[src/tipc_pkg.sv]
// Constants for the group power control and tone-disable interrupt block.
// Assumes a host register port of 8-bit data with a byte address.
package tipc_pkg;
  localparam int unsigned NGROUP          = 4;
  localparam int unsigned NCHAN           = 8;
  localparam int unsigned FIFO_DEPTH      = 16;
  localparam logic [7:0]  MAIN_CTRL_BASE  = 8'h00;
  localparam logic [7:0]  FIFO_ADDR       = 8'h08;
  localparam logic [7:0]  CHAN_BASE       = 8'h40;
  localparam logic [7:0]  CTRL1_OFS       = 8'h00;
  localparam logic [7:0]  STATUS_OFS      = 8'h02;
  localparam logic [7:0]  CANCELLER_B_OFS = 8'h20;
  localparam logic [7:0]  CTRL1_A_RESET   = 8'h00;
  localparam logic [7:0]  CTRL1_B_RESET   = 8'h02;
  localparam logic [7:0]  MAIN_RESET      = 8'h00;
  localparam int unsigned GROUP_POWER_UP_BIT        = 0;
  localparam int unsigned A_MASK_BIT      = 3;
  localparam int unsigned B_MASK_BIT      = 4;
  localparam int unsigned GLOBAL_MASK_BIT = 5;
  localparam int unsigned INIT_BIT        = 7;
  localparam int unsigned NOISE_OFF_BIT   = 6;
  localparam int unsigned TONE_FLAG_BIT   = 0;
  localparam int unsigned CLOCK_HZ        = 20000000;
  localparam int unsigned FRAME_NS        = 125000;
  localparam int unsigned FRAME_CYCLES    = FRAME_NS / (1000000000 / CLOCK_HZ);
  localparam int unsigned PASS_FRAMES     = 2;
  localparam int unsigned INIT_FRAMES     = 2;
endpackage

[src/tipc_frame_tick.sv]
// Frame-rate enable divider.
// Assumes one clock domain and an active-high asynchronous reset.
`timescale 1ns/1ps
module tipc_frame_tick (
  input  wire logic clk,
  input  wire logic rst,
  output logic      tick
);
  logic [12:0] cnt_q;
  always_ff @(posedge clk or posedge rst) begin
    if (rst) begin
      cnt_q <= 13'h0000;
    end else if (cnt_q == 13'(tipc_pkg::FRAME_CYCLES - 1)) begin
      cnt_q <= 13'h0000;
    end else begin
      cnt_q <= cnt_q + 13'h0001;
    end
  end
  assign tick = (cnt_q == 13'(tipc_pkg::FRAME_CYCLES - 1));
endmodule

[src/tipc_top.sv]
// Group power control and tone-disable interrupt FIFO.
// Assumes a synchronous host strobe port on CLOCK;
// the tone pins and PCM bytes arrive from outside the domain and are synchronised.
`timescale 1ns/1ps
module tipc_top (
  input  wire logic                        CLOCK,
  input  wire logic                        RESET,
  input  wire logic [7:0]                  ADDR,
  input  wire logic [7:0]                  WDATA,
  input  wire logic                        WR,
  input  wire logic                        RD,
  output logic      [7:0]                  RDATA,
  output logic                             IRQ_N,
  input  wire logic [tipc_pkg::NCHAN-1:0]  TONE_DET,
  input  wire logic [tipc_pkg::NCHAN*8-1:0] RIN,
  input  wire logic [tipc_pkg::NCHAN*8-1:0] SIN,
  output logic      [tipc_pkg::NCHAN*8-1:0] ROUT,
  output logic      [tipc_pkg::NCHAN*8-1:0] SOUT,
  output logic      [tipc_pkg::NGROUP-1:0] GROUP_ACTIVE,
  output logic      [tipc_pkg::NCHAN-1:0]  NOISE_ENABLE,
  output logic      [tipc_pkg::NCHAN-1:0]  CLEAR_COEFF
);
  localparam int NC = tipc_pkg::NCHAN;
  localparam int NG = tipc_pkg::NGROUP;
  localparam int FD = tipc_pkg::FIFO_DEPTH;

  logic       frame_tick;
  logic [7:0] main_q [NG];
  logic [7:0] ctrl1_q [NC];
  logic [1:0] init_cnt_q [NG];
  logic [NC-1:0] tone_s1_q, tone_s2_q, tone_s3_q, tone_q;
  logic [2:0] fifo_q [FD];
  logic [3:0] rd_ptr_q, wr_ptr_q;
  logic [4:0] count_q;
  logic       irq_q;
  logic       irq_wait_q;
  logic [NC*8-1:0] rin_d1_q, rin_d2_q, sin_d1_q, sin_d2_q;
  logic [NC-1:0] ev_elig;
  logic          ev_valid;
  logic [2:0]    ev_chan;

  tipc_frame_tick u_tick (
    .clk  (CLOCK),
    .rst  (RESET),
    .tick (frame_tick)
  );

  // Channel register address decode: returns channel or -1
  function automatic int chan_of(input logic [7:0] a, input logic [7:0] ofs);
    int g;
    chan_of = -1;
    if (a >= tipc_pkg::CHAN_BASE) begin
      g = int'(a - tipc_pkg::CHAN_BASE) >> 6;
      if (g < NG && ((a - tipc_pkg::CHAN_BASE) & 8'h1f) == ofs)
        chan_of = 2 * g + (((a - tipc_pkg::CHAN_BASE) & tipc_pkg::CANCELLER_B_OFS) != 0);
    end
  endfunction

  wire fifo_rd = RD && (ADDR == tipc_pkg::FIFO_ADDR);

  // Main control registers; power-up transition starts initialization
  always_ff @(posedge CLOCK or posedge RESET) begin
    if (RESET) begin
      for (int g = 0; g < NG; g++) main_q[g] <= tipc_pkg::MAIN_RESET;
    end else if (WR && ADDR < tipc_pkg::MAIN_CTRL_BASE + 8'(NG)) begin
      main_q[ADDR[1:0]] <= WDATA;
    end
  end

  always_ff @(posedge CLOCK or posedge RESET) begin
    if (RESET) begin
      for (int g = 0; g < NG; g++) init_cnt_q[g] <= 2'h0;
    end else begin
      for (int g = 0; g < NG; g++) begin
        if (WR && ADDR == 8'(g) && WDATA[tipc_pkg::GROUP_POWER_UP_BIT] &&
            !main_q[g][tipc_pkg::GROUP_POWER_UP_BIT]) begin
          init_cnt_q[g] <= 2'(tipc_pkg::INIT_FRAMES);
        end else if (frame_tick && init_cnt_q[g] != 2'h0) begin
          init_cnt_q[g] <= init_cnt_q[g] - 2'h1;
        end
      end
    end
  end

  // Per-channel control one; init bit presets the channel's own register
  always_ff @(posedge CLOCK or posedge RESET) begin
    if (RESET) begin
      for (int c = 0; c < NC; c++)
        ctrl1_q[c] <= c[0] ? tipc_pkg::CTRL1_B_RESET : tipc_pkg::CTRL1_A_RESET;
    end else begin
      for (int c = 0; c < NC; c++) begin
        if (ctrl1_q[c][tipc_pkg::INIT_BIT] ||
            (WR && ADDR == 8'(c >> 1) && WDATA[tipc_pkg::GROUP_POWER_UP_BIT] &&
             !main_q[c >> 1][tipc_pkg::GROUP_POWER_UP_BIT])) begin
          ctrl1_q[c] <= c[0] ? tipc_pkg::CTRL1_B_RESET : tipc_pkg::CTRL1_A_RESET;
        end else if (WR && chan_of(ADDR, tipc_pkg::CTRL1_OFS) == c &&
                     init_cnt_q[c >> 1] == 2'h0) begin
          ctrl1_q[c] <= WDATA;
        end
      end
    end
  end

  // Three-stage sync on tone detector levels; change counts when stages 2 and 3 agree
  always_ff @(posedge CLOCK or posedge RESET) begin
    if (RESET) begin
      tone_s1_q <= '0;
      tone_s2_q <= '0;
      tone_s3_q <= '0;
      tone_q    <= '0;
    end else begin
      tone_s1_q <= TONE_DET;
      tone_s2_q <= tone_s1_q;
      tone_s3_q <= tone_s2_q;
      // A change that lost arbitration keeps its old level so it is retaken next cycle
      for (int c = 0; c < NC; c++)
        if (tone_s2_q[c] == tone_s3_q[c] && !(ev_elig[c] && ev_chan != 3'(c)))
          tone_q[c] <= tone_s3_q[c];
    end
  end

  // Event per edge; lowest channel wins when several change together,
  // the others keep their old filtered level and are retaken next cycle.
  always_comb begin
    ev_elig  = '0;
    ev_valid = 1'b0;
    ev_chan  = 3'h0;
    for (int c = NC - 1; c >= 0; c--) begin
      if (tone_s2_q[c] == tone_s3_q[c] && tone_s3_q[c] != tone_q[c] &&
          main_q[c >> 1][tipc_pkg::GROUP_POWER_UP_BIT] &&
          !main_q[c >> 1][c[0] ? tipc_pkg::B_MASK_BIT : tipc_pkg::A_MASK_BIT]) begin
        ev_elig[c] = 1'b1;
        ev_valid = 1'b1;
        ev_chan  = 3'(c);
      end
    end
  end

  wire fifo_push = ev_valid && count_q != 5'(FD);
  wire fifo_pop  = fifo_rd && count_q != 5'h00;

  always_ff @(posedge CLOCK or posedge RESET) begin
    if (RESET) begin
      wr_ptr_q <= 4'h0;
      rd_ptr_q <= 4'h0;
      count_q  <= 5'h00;
      for (int i = 0; i < FD; i++) fifo_q[i] <= 3'h0;
    end else begin
      if (fifo_push) begin
        fifo_q[wr_ptr_q] <= ev_chan;
        wr_ptr_q         <= wr_ptr_q + 4'h1;
      end
      if (fifo_pop) rd_ptr_q <= rd_ptr_q + 4'h1;
      count_q <= count_q + 5'(fifo_push) - 5'(fifo_pop);
    end
  end

  // Interrupt: low while entries remain and group 0's global mask bit is clear; a FIFO read forces two high cycles
  always_ff @(posedge CLOCK or posedge RESET) begin
    if (RESET) begin
      irq_q      <= 1'b0;
      irq_wait_q <= 1'b0;
    end else begin
      irq_wait_q <= fifo_rd;
      if (fifo_rd || irq_wait_q) begin
        irq_q <= 1'b0;
      end else begin
        irq_q <= count_q != 5'h00 && !main_q[0][tipc_pkg::GLOBAL_MASK_BIT];
      end
    end
  end
  assign IRQ_N = !irq_q;

  // Host read data
  always_ff @(posedge CLOCK or posedge RESET) begin
    if (RESET) begin
      RDATA <= 8'h00;
    end else if (RD) begin
      RDATA <= 8'h00;
      if (ADDR < tipc_pkg::MAIN_CTRL_BASE + 8'(NG)) RDATA <= main_q[ADDR[1:0]];
      else if (fifo_rd) RDATA <= (count_q != 5'h00) ? {5'h00, fifo_q[rd_ptr_q]} : 8'h00;
      else begin
        for (int c = 0; c < NC; c++) begin
          if (chan_of(ADDR, tipc_pkg::CTRL1_OFS) == c) RDATA <= ctrl1_q[c];
          if (chan_of(ADDR, tipc_pkg::STATUS_OFS) == c)
            RDATA <= 8'(tone_q[c]) << tipc_pkg::TONE_FLAG_BIT;
        end
      end
    end
  end

  // Two-frame PCM pass-through for powered-down groups
  always_ff @(posedge CLOCK or posedge RESET) begin
    if (RESET) begin
      rin_d1_q <= '0;
      rin_d2_q <= '0;
      sin_d1_q <= '0;
      sin_d2_q <= '0;
      ROUT     <= '0;
      SOUT     <= '0;
    end else if (frame_tick) begin
      rin_d1_q <= RIN;
      rin_d2_q <= rin_d1_q;
      sin_d1_q <= SIN;
      sin_d2_q <= sin_d1_q;
      for (int c = 0; c < NC; c++) begin
        if (!main_q[c >> 1][tipc_pkg::GROUP_POWER_UP_BIT]) begin
          ROUT[c*8 +: 8] <= rin_d2_q[c*8 +: 8];
          SOUT[c*8 +: 8] <= sin_d2_q[c*8 +: 8];
        end else begin
          ROUT[c*8 +: 8] <= 8'h00;
          SOUT[c*8 +: 8] <= 8'h00;
        end
      end
    end
  end

  always_comb begin
    for (int g = 0; g < NG; g++)
      GROUP_ACTIVE[g] = main_q[g][tipc_pkg::GROUP_POWER_UP_BIT] && init_cnt_q[g] == 2'h0;
    for (int c = 0; c < NC; c++) begin
      NOISE_ENABLE[c] = !ctrl1_q[c][tipc_pkg::NOISE_OFF_BIT];
      CLEAR_COEFF[c]  = init_cnt_q[c >> 1] != 2'h0;
    end
  end
endmodule

[config.mk]
export PLATFORM = sky130hd
export DESIGN_NAME = tipc_top
export DESIGN_NICKNAME = d
export VERILOG_FILES = /design/src/tipc_pkg.sv /design/src/tipc_frame_tick.sv /design/src/tipc_top.sv
export SDC_FILE = /design/constraint.sdc
export NUM_CORES = 1
export LEC_CHECK = 0
export BUFFER_PORTS_ARGS = -buffer_cell sky130_fd_sc_hd__buf_2
export CELL_PAD_IN_SITES_DETAIL_PLACEMENT = 0
export CELL_PAD_IN_SITES_GLOBAL_PLACEMENT = 2
export CORE_MARGIN = 8
export CORE_UTILIZATION = 31
export CTS_BUF_LIST = sky130_fd_sc_hd__clkbuf_16
export DETAILED_ROUTE_END_ITERATION = 10
export HOLD_SLACK_MARGIN = 0.06
export PLACE_DENSITY = 0.79
export RECOVER_POWER = 100
export SYNTH_ARGS = -nofsm -noshare
export SYNTH_HDL_FRONTEND = slang
export SYNTH_SLANG_ARGS = --single-unit
[constraint.sdc]
create_clock -name CLOCK -period 60.1 [get_ports CLOCK]
set_input_delay 6.01 -clock CLOCK [delete_from_list [all_inputs] [get_ports CLOCK]]
set_output_delay 6.01 -clock CLOCK [all_outputs]
set_load 0.1 [all_outputs]
# Yosys cells after proc, flatten, opt, wreduce, memory -nomap -nowiden
# Cells that the tools add are included.
# word_totals
reg_bits,604
input_bits,156
# op_classes
n_addsub,12
n_lt_le_gt_ge,8
n_eq_ne,51
n_mux,114
bitwise_logic,3
reduce_logical,151
# ops
op,count
32-bit 2-to-1 mux,18
8-bit 2-to-1 mux,53
"32-bit by 4-bit equality test with 1-bit output, second input constant",12
"32-bit by 3-bit equality test with 1-bit output, second input constant",6
"32-bit by 2-bit equality test with 1-bit output, second input constant",3
32-bit logical NOT,3
1-bit logical AND,85
48-bit bitwise mux,1
3-bit 2-to-1 mux,12
32-bit bitwise mux,1
2-bit nonzero test,16
1-bit logical NOT,30
27-bit by 1-bit adder with 28-bit output,1
"26-bit by 3-bit less-than comparator with 1-bit output, second input constant",1
8-bit binary-select mux with 2-bit select,1
8-bit demux with 2-bit select,1
"8-bit by 2-bit equality test with 1-bit output, second input constant",2
8-bit logical NOT,2
1-bit 2-to-1 mux,16
2-bit 2-to-1 mux,8
"13-bit by 1-bit adder with 13-bit output, second input constant",1
"13-bit by 12-bit equality test with 1-bit output, second input constant",1
13-bit 2-to-1 mux,1
3-bit binary-select mux with 4-bit select,1
other kinds (28),63

# Depth between registers and ports, before layout
# depth
word_depth,27
mapped_depth,17

# Cells and area by module
# A second synthesis with hierarchy kept.
# unflattened
hier_cells,1983
hier_area_um2,25157.9
# modules_own_cells
module,instances,cells_per_inst,area_each_um2,seq_area_each_um2
tipc_top,1,1924,24527.3,14794.2
tipc_frame_tick,1,59,630.6,325.3

# Least setup slack after synthesis
# Ideal clock, no wire load.
# synth_path
kind,input -> register
startpoint,input ADDR[6]
endpoint,register count_q[4]
setup_time_ps,125
arrival_time_ps,8830
required_ps,59975
slack_ps,51145
stages,17
n_path_buf,2
cell_sequence,buf_1 > inv_1 > ha_1 > nor4b_2 > and4_1 > nor2b_1 > clkbuf_1 > ha_1 > inv_1 > ha_1 > inv_1 > fa_1 > inv_1 > a21oi_1 > nor2_1 > nor2_1 > xnor2_1
# synth_via
elab_chain_len,4
# synth_lines
item,line,rtl
from (decl),tipc_top.sv:8,"input wire logic [7:0] ADDR,"
8-bit by 4-bit equality test with 1-bit output,tipc_top.sv:59,wire fifo_rd = RD && (ADDR == tipc_pkg::FIFO_ADDR);
1-bit logical AND,tipc_top.sv:59,
via fifo_rd,tipc_top.sv:59,
1-bit logical AND,tipc_top.sv:140,wire fifo_pop = fifo_rd && count_q != 5'h00;
via fifo_pop,tipc_top.sv:140,
5-bit by 1-bit subtractor with 5-bit output,tipc_top.sv:154,count_q <= count_q + 5'(fifo_push) - 5'(fifo_pop);
to (signal assigned),tipc_top.sv:154,
to (decl),tipc_top.sv:34,logic [4:0] count_q;
# The timed path passes the listed nets, and every way through them passes these cells.
# A chain may end at the register's enable or synchronous reset.

==> impl_metrics.env <==
export IMPL_hpwl_um=48110
export IMPL_synth_warnings=0
export IMPL_chipWidth_um=304.3
export IMPL_drive_above_1_share_pct=12.64
export IMPL_violations="capacitance limit, slew limit"
export IMPL_max_freq_mhz=62.85
export IMPL_vias=18779
export IMPL_first_iter_violations=1152
export IMPL_period_share_pct=26.47
export IMPL_tightest_slew_ns=8.702
export IMPL_start_kind="input pin"
export IMPL_setup_viol=0
export IMPL_min_period_ns=15.91
export IMPL_ant_nets=0
export IMPL_rows=105
export IMPL_drt_pass1_iter_count=5
export IMPL_route_detailed_drc=0
export IMPL_slew_headroom_pct=-480.1
export IMPL_synth_seq_area_share_pct=58.67
export IMPL_hold_viol=0
export IMPL_clock_latency_ns=0.61
export IMPL_synth_common_cells="nand2_1, dfrtp_1, o21ai_0"
export IMPL_grt_pass1_vias=19396
export IMPL_synth_edf_count=0
export IMPL_synth_main_ff_cell="dfrtp_1"
export IMPL_power_density_nw_per_um2=30.10
export IMPL_skew_ns=0.01952
export IMPL_tns_ns=0
export IMPL_mappedNetlistNets=2729
export IMPL_synth_top_area_share_pct=58.26
export IMPL_io_buffers=312
export IMPL_synth_cell_types=81
export IMPL_post_cts_buffers=0
export IMPL_grt_remaining_overflow=0
export IMPL_layout_cells_non_filler=3941
export IMPL_syn_area_um2=25770
export IMPL_avgSynthCellArea_um2=10.09
export IMPL_drv_cap=16
export IMPL_synth_most_common_cell="nand2_1"
export IMPL_wl_um=72040
export IMPL_cts_htree_levels=3
export IMPL_required_ns=58.69
export IMPL_status="finished with violations"
export IMPL_cts_buffers_inserted=71
export IMPL_dp_cells=3804
export IMPL_final_nets=2981
export IMPL_yosys_top_cells_area="dfrtp_1, nand2_1, nand2b_1"
export IMPL_placeableCoreArea_um2=82240
export IMPL_place_congestion=0.8493
export IMPL_critPathCaptureType="async pin"
export IMPL_drv_slew=1345
export IMPL_ys_ff_latch=604
export IMPL_clk_pin_slew_worst_paths_ns=0.05
export IMPL_holdBufCountCts=0
export IMPL_cp_max_fo=160
export IMPL_clockBufferDepth=3
export IMPL_cp_arrival_ns=14.50
export IMPL_grt_max_degree=217
export IMPL_ioPinCount=313
export IMPL_rsz0062_at_grt="false"
export IMPL_root_buffer="clkbuf_16"
export IMPL_dieArea_um2=92610
export IMPL_grt_pass1_wl_um=114300
export IMPL_synthArstFlopShare_pct=100.0
export IMPL_grtUsageTotal_pct=15.30
export IMPL_antenna_found_initial=18
export IMPL_synth_area_leader_cell="dfrtp_1"
export IMPL_areaGrowthSynthToFinish_pct=16.60
export IMPL_crit_type="input pin to async pin"
export IMPL_cts_tree="built"
export IMPL_cts_resized=0
export IMPL_wl_per_cell_um=18.28
export IMPL_die_h_um=304.3
export IMPL_vias_per_cell=4.765
export IMPL_ir_drop_uv=22.46
export IMPL_cts_sinks=604
export IMPL_netlist_instances=2555
export IMPL_p_leak_nw=13.94
export IMPL_initial_core_util_pct=31.33
export IMPL_hp_class="register to register"
## registers in the layout, indices dropped and copies added, names as in the netlist, 4 cells and up
signal	count
RDATA	8
ROUT	64
SOUT	64
count_q	5
ctrl1_q	64
fifo_q	48
init_cnt_q	8
main_q	32
rd_ptr_q	4
rin_d1_q	64
rin_d2_q	64
sin_d1_q	64
sin_d2_q	64
tone_q	8
tone_s1_q	8
tone_s2_q	8
tone_s3_q	8
u_tick.cnt_q	13
wr_ptr_q	4
## metal layers
| metal | GRT usage, % | vias up | routed length, µm |
|---|---|---|---|
| met1 | 19.99 | 9187 | 31870 |
| met4 | 4.767 | 24 | 1700 |
| met3 | 5.389 | 142 | 5672 |
| met2 | 23.71 | 496 | 32650 |
| li1 | - | 8930 | - |
| met5 | 0 | - | 148 |
## stage by stage
stage          setup WS, ns  hold WS, ns   power, W  area [µm²]  utilization [%]
2_1_floorplan         37.19       0.3312  0.0004696       25770                -
3_3_place_gp          50.87       0.3400  0.0004904       28210            34.30
3_5_place_dp          50.85       0.3347  0.0004917       28210            34.30
4_1_cts               51.49       0.3480  0.0009228       30490            37.07
5_1_grt               41.84       0.3541  0.0009437       30040            36.52
6_report              44.19       0.3463  0.0009046       30050            36.54
## critical path: stages
cell	delay [ns]
buf_2	0.10
clkinvlp_2	2.09
clkbuf_1	6.00
## layout by cell type (no fill, tap or decap), types with 14 or more instances in the layout
| cell | synthesis | routed |
|---|---|---|
| nand2_1 | 954 | 954 |
| dfrtp_1 | 600 | 600 |
| clkbuf_1 | 108 | 178 |
| o21ai_0 | 150 | 150 |
| buf_2 | 28 | 148 |
| nand2b_1 | 132 | 132 |
| inv_1 | 62 | 75 |
| clkbuf_16 | 0 | 72 |
| mux2_2 | 67 | 66 |
| a22o_1 | 57 | 57 |
| a21oi_1 | 23 | 33 |
| nor2_1 | 29 | 30 |
| mux4_2 | 25 | 25 |
| nand3_1 | 24 | 24 |
| clkinv_1 | 0 | 18 |
| nor2b_1 | 16 | 17 |
| ha_1 | 17 | 17 |
| o32ai_1 | 16 | 16 |
| mux2i_1 | 16 | 16 |
| xnor2_1 | 14 | 14 |
## worst paths after layout
path                                      startpoint                     end  slack [ns]  cells past startpoint
max reg2reg                u_tick.cnt_q[0]$_DFF_PP0_    SOUT[43]$_DFFE_PP0N_       49.17                      6
min reg2reg                   tone_s1_q[5]$_DFF_PP0_  tone_s2_q[5]$_DFF_PP0_        0.35                      0
min                           tone_s1_q[5]$_DFF_PP0_  tone_s2_q[5]$_DFF_PP0_        0.35                      0
min in group asynchronous                      RESET    ROUT[22]$_DFFE_PP0N_        6.50                      2
max                                            RESET    ROUT[61]$_DFFE_PP0N_       44.19                      3
max in group CLOCK         u_tick.cnt_q[0]$_DFF_PP0_    SOUT[43]$_DFFE_PP0N_       49.17                      6
## report_power, final
part,switching [W],internal (W)
clock,0.000177,0.000245
combinational,0.0000394,0.0000210
sequential,0.00000803,0.000414
## final cells by class
cell class / count / area, µm²
clock inverters: 59 / 479.2
repair buffers: 332 / 1454
clock buffers: 72 / 1802
multi-input cells: 1736 / 9605
well taps: 1070 / 1339
diodes: 6 / 15.01
fillers: 8408 / 52190
inverters: 62 / 234.0
flip-flops and latches: 604 / 15120
## cell families (layout without fill, tap and decap cells)
family                     count (synthesis)  after routing  share of synthesized area [%]
xor gates and xnor gates                  22             22                         0.7477
and+or+nand+nor                         1264           1264                          22.09
muxes                                    111            111                          5.865
adders and majority gates                 19             19                         0.9419
DFF                                      604            604                          58.67
buffers and inverters                    215            525                          3.447
AOI/OAI and AO/OA                        320            320                          8.240
other                                      0              6                              0
No activity file was read; power rests on OpenSTA's default activity.
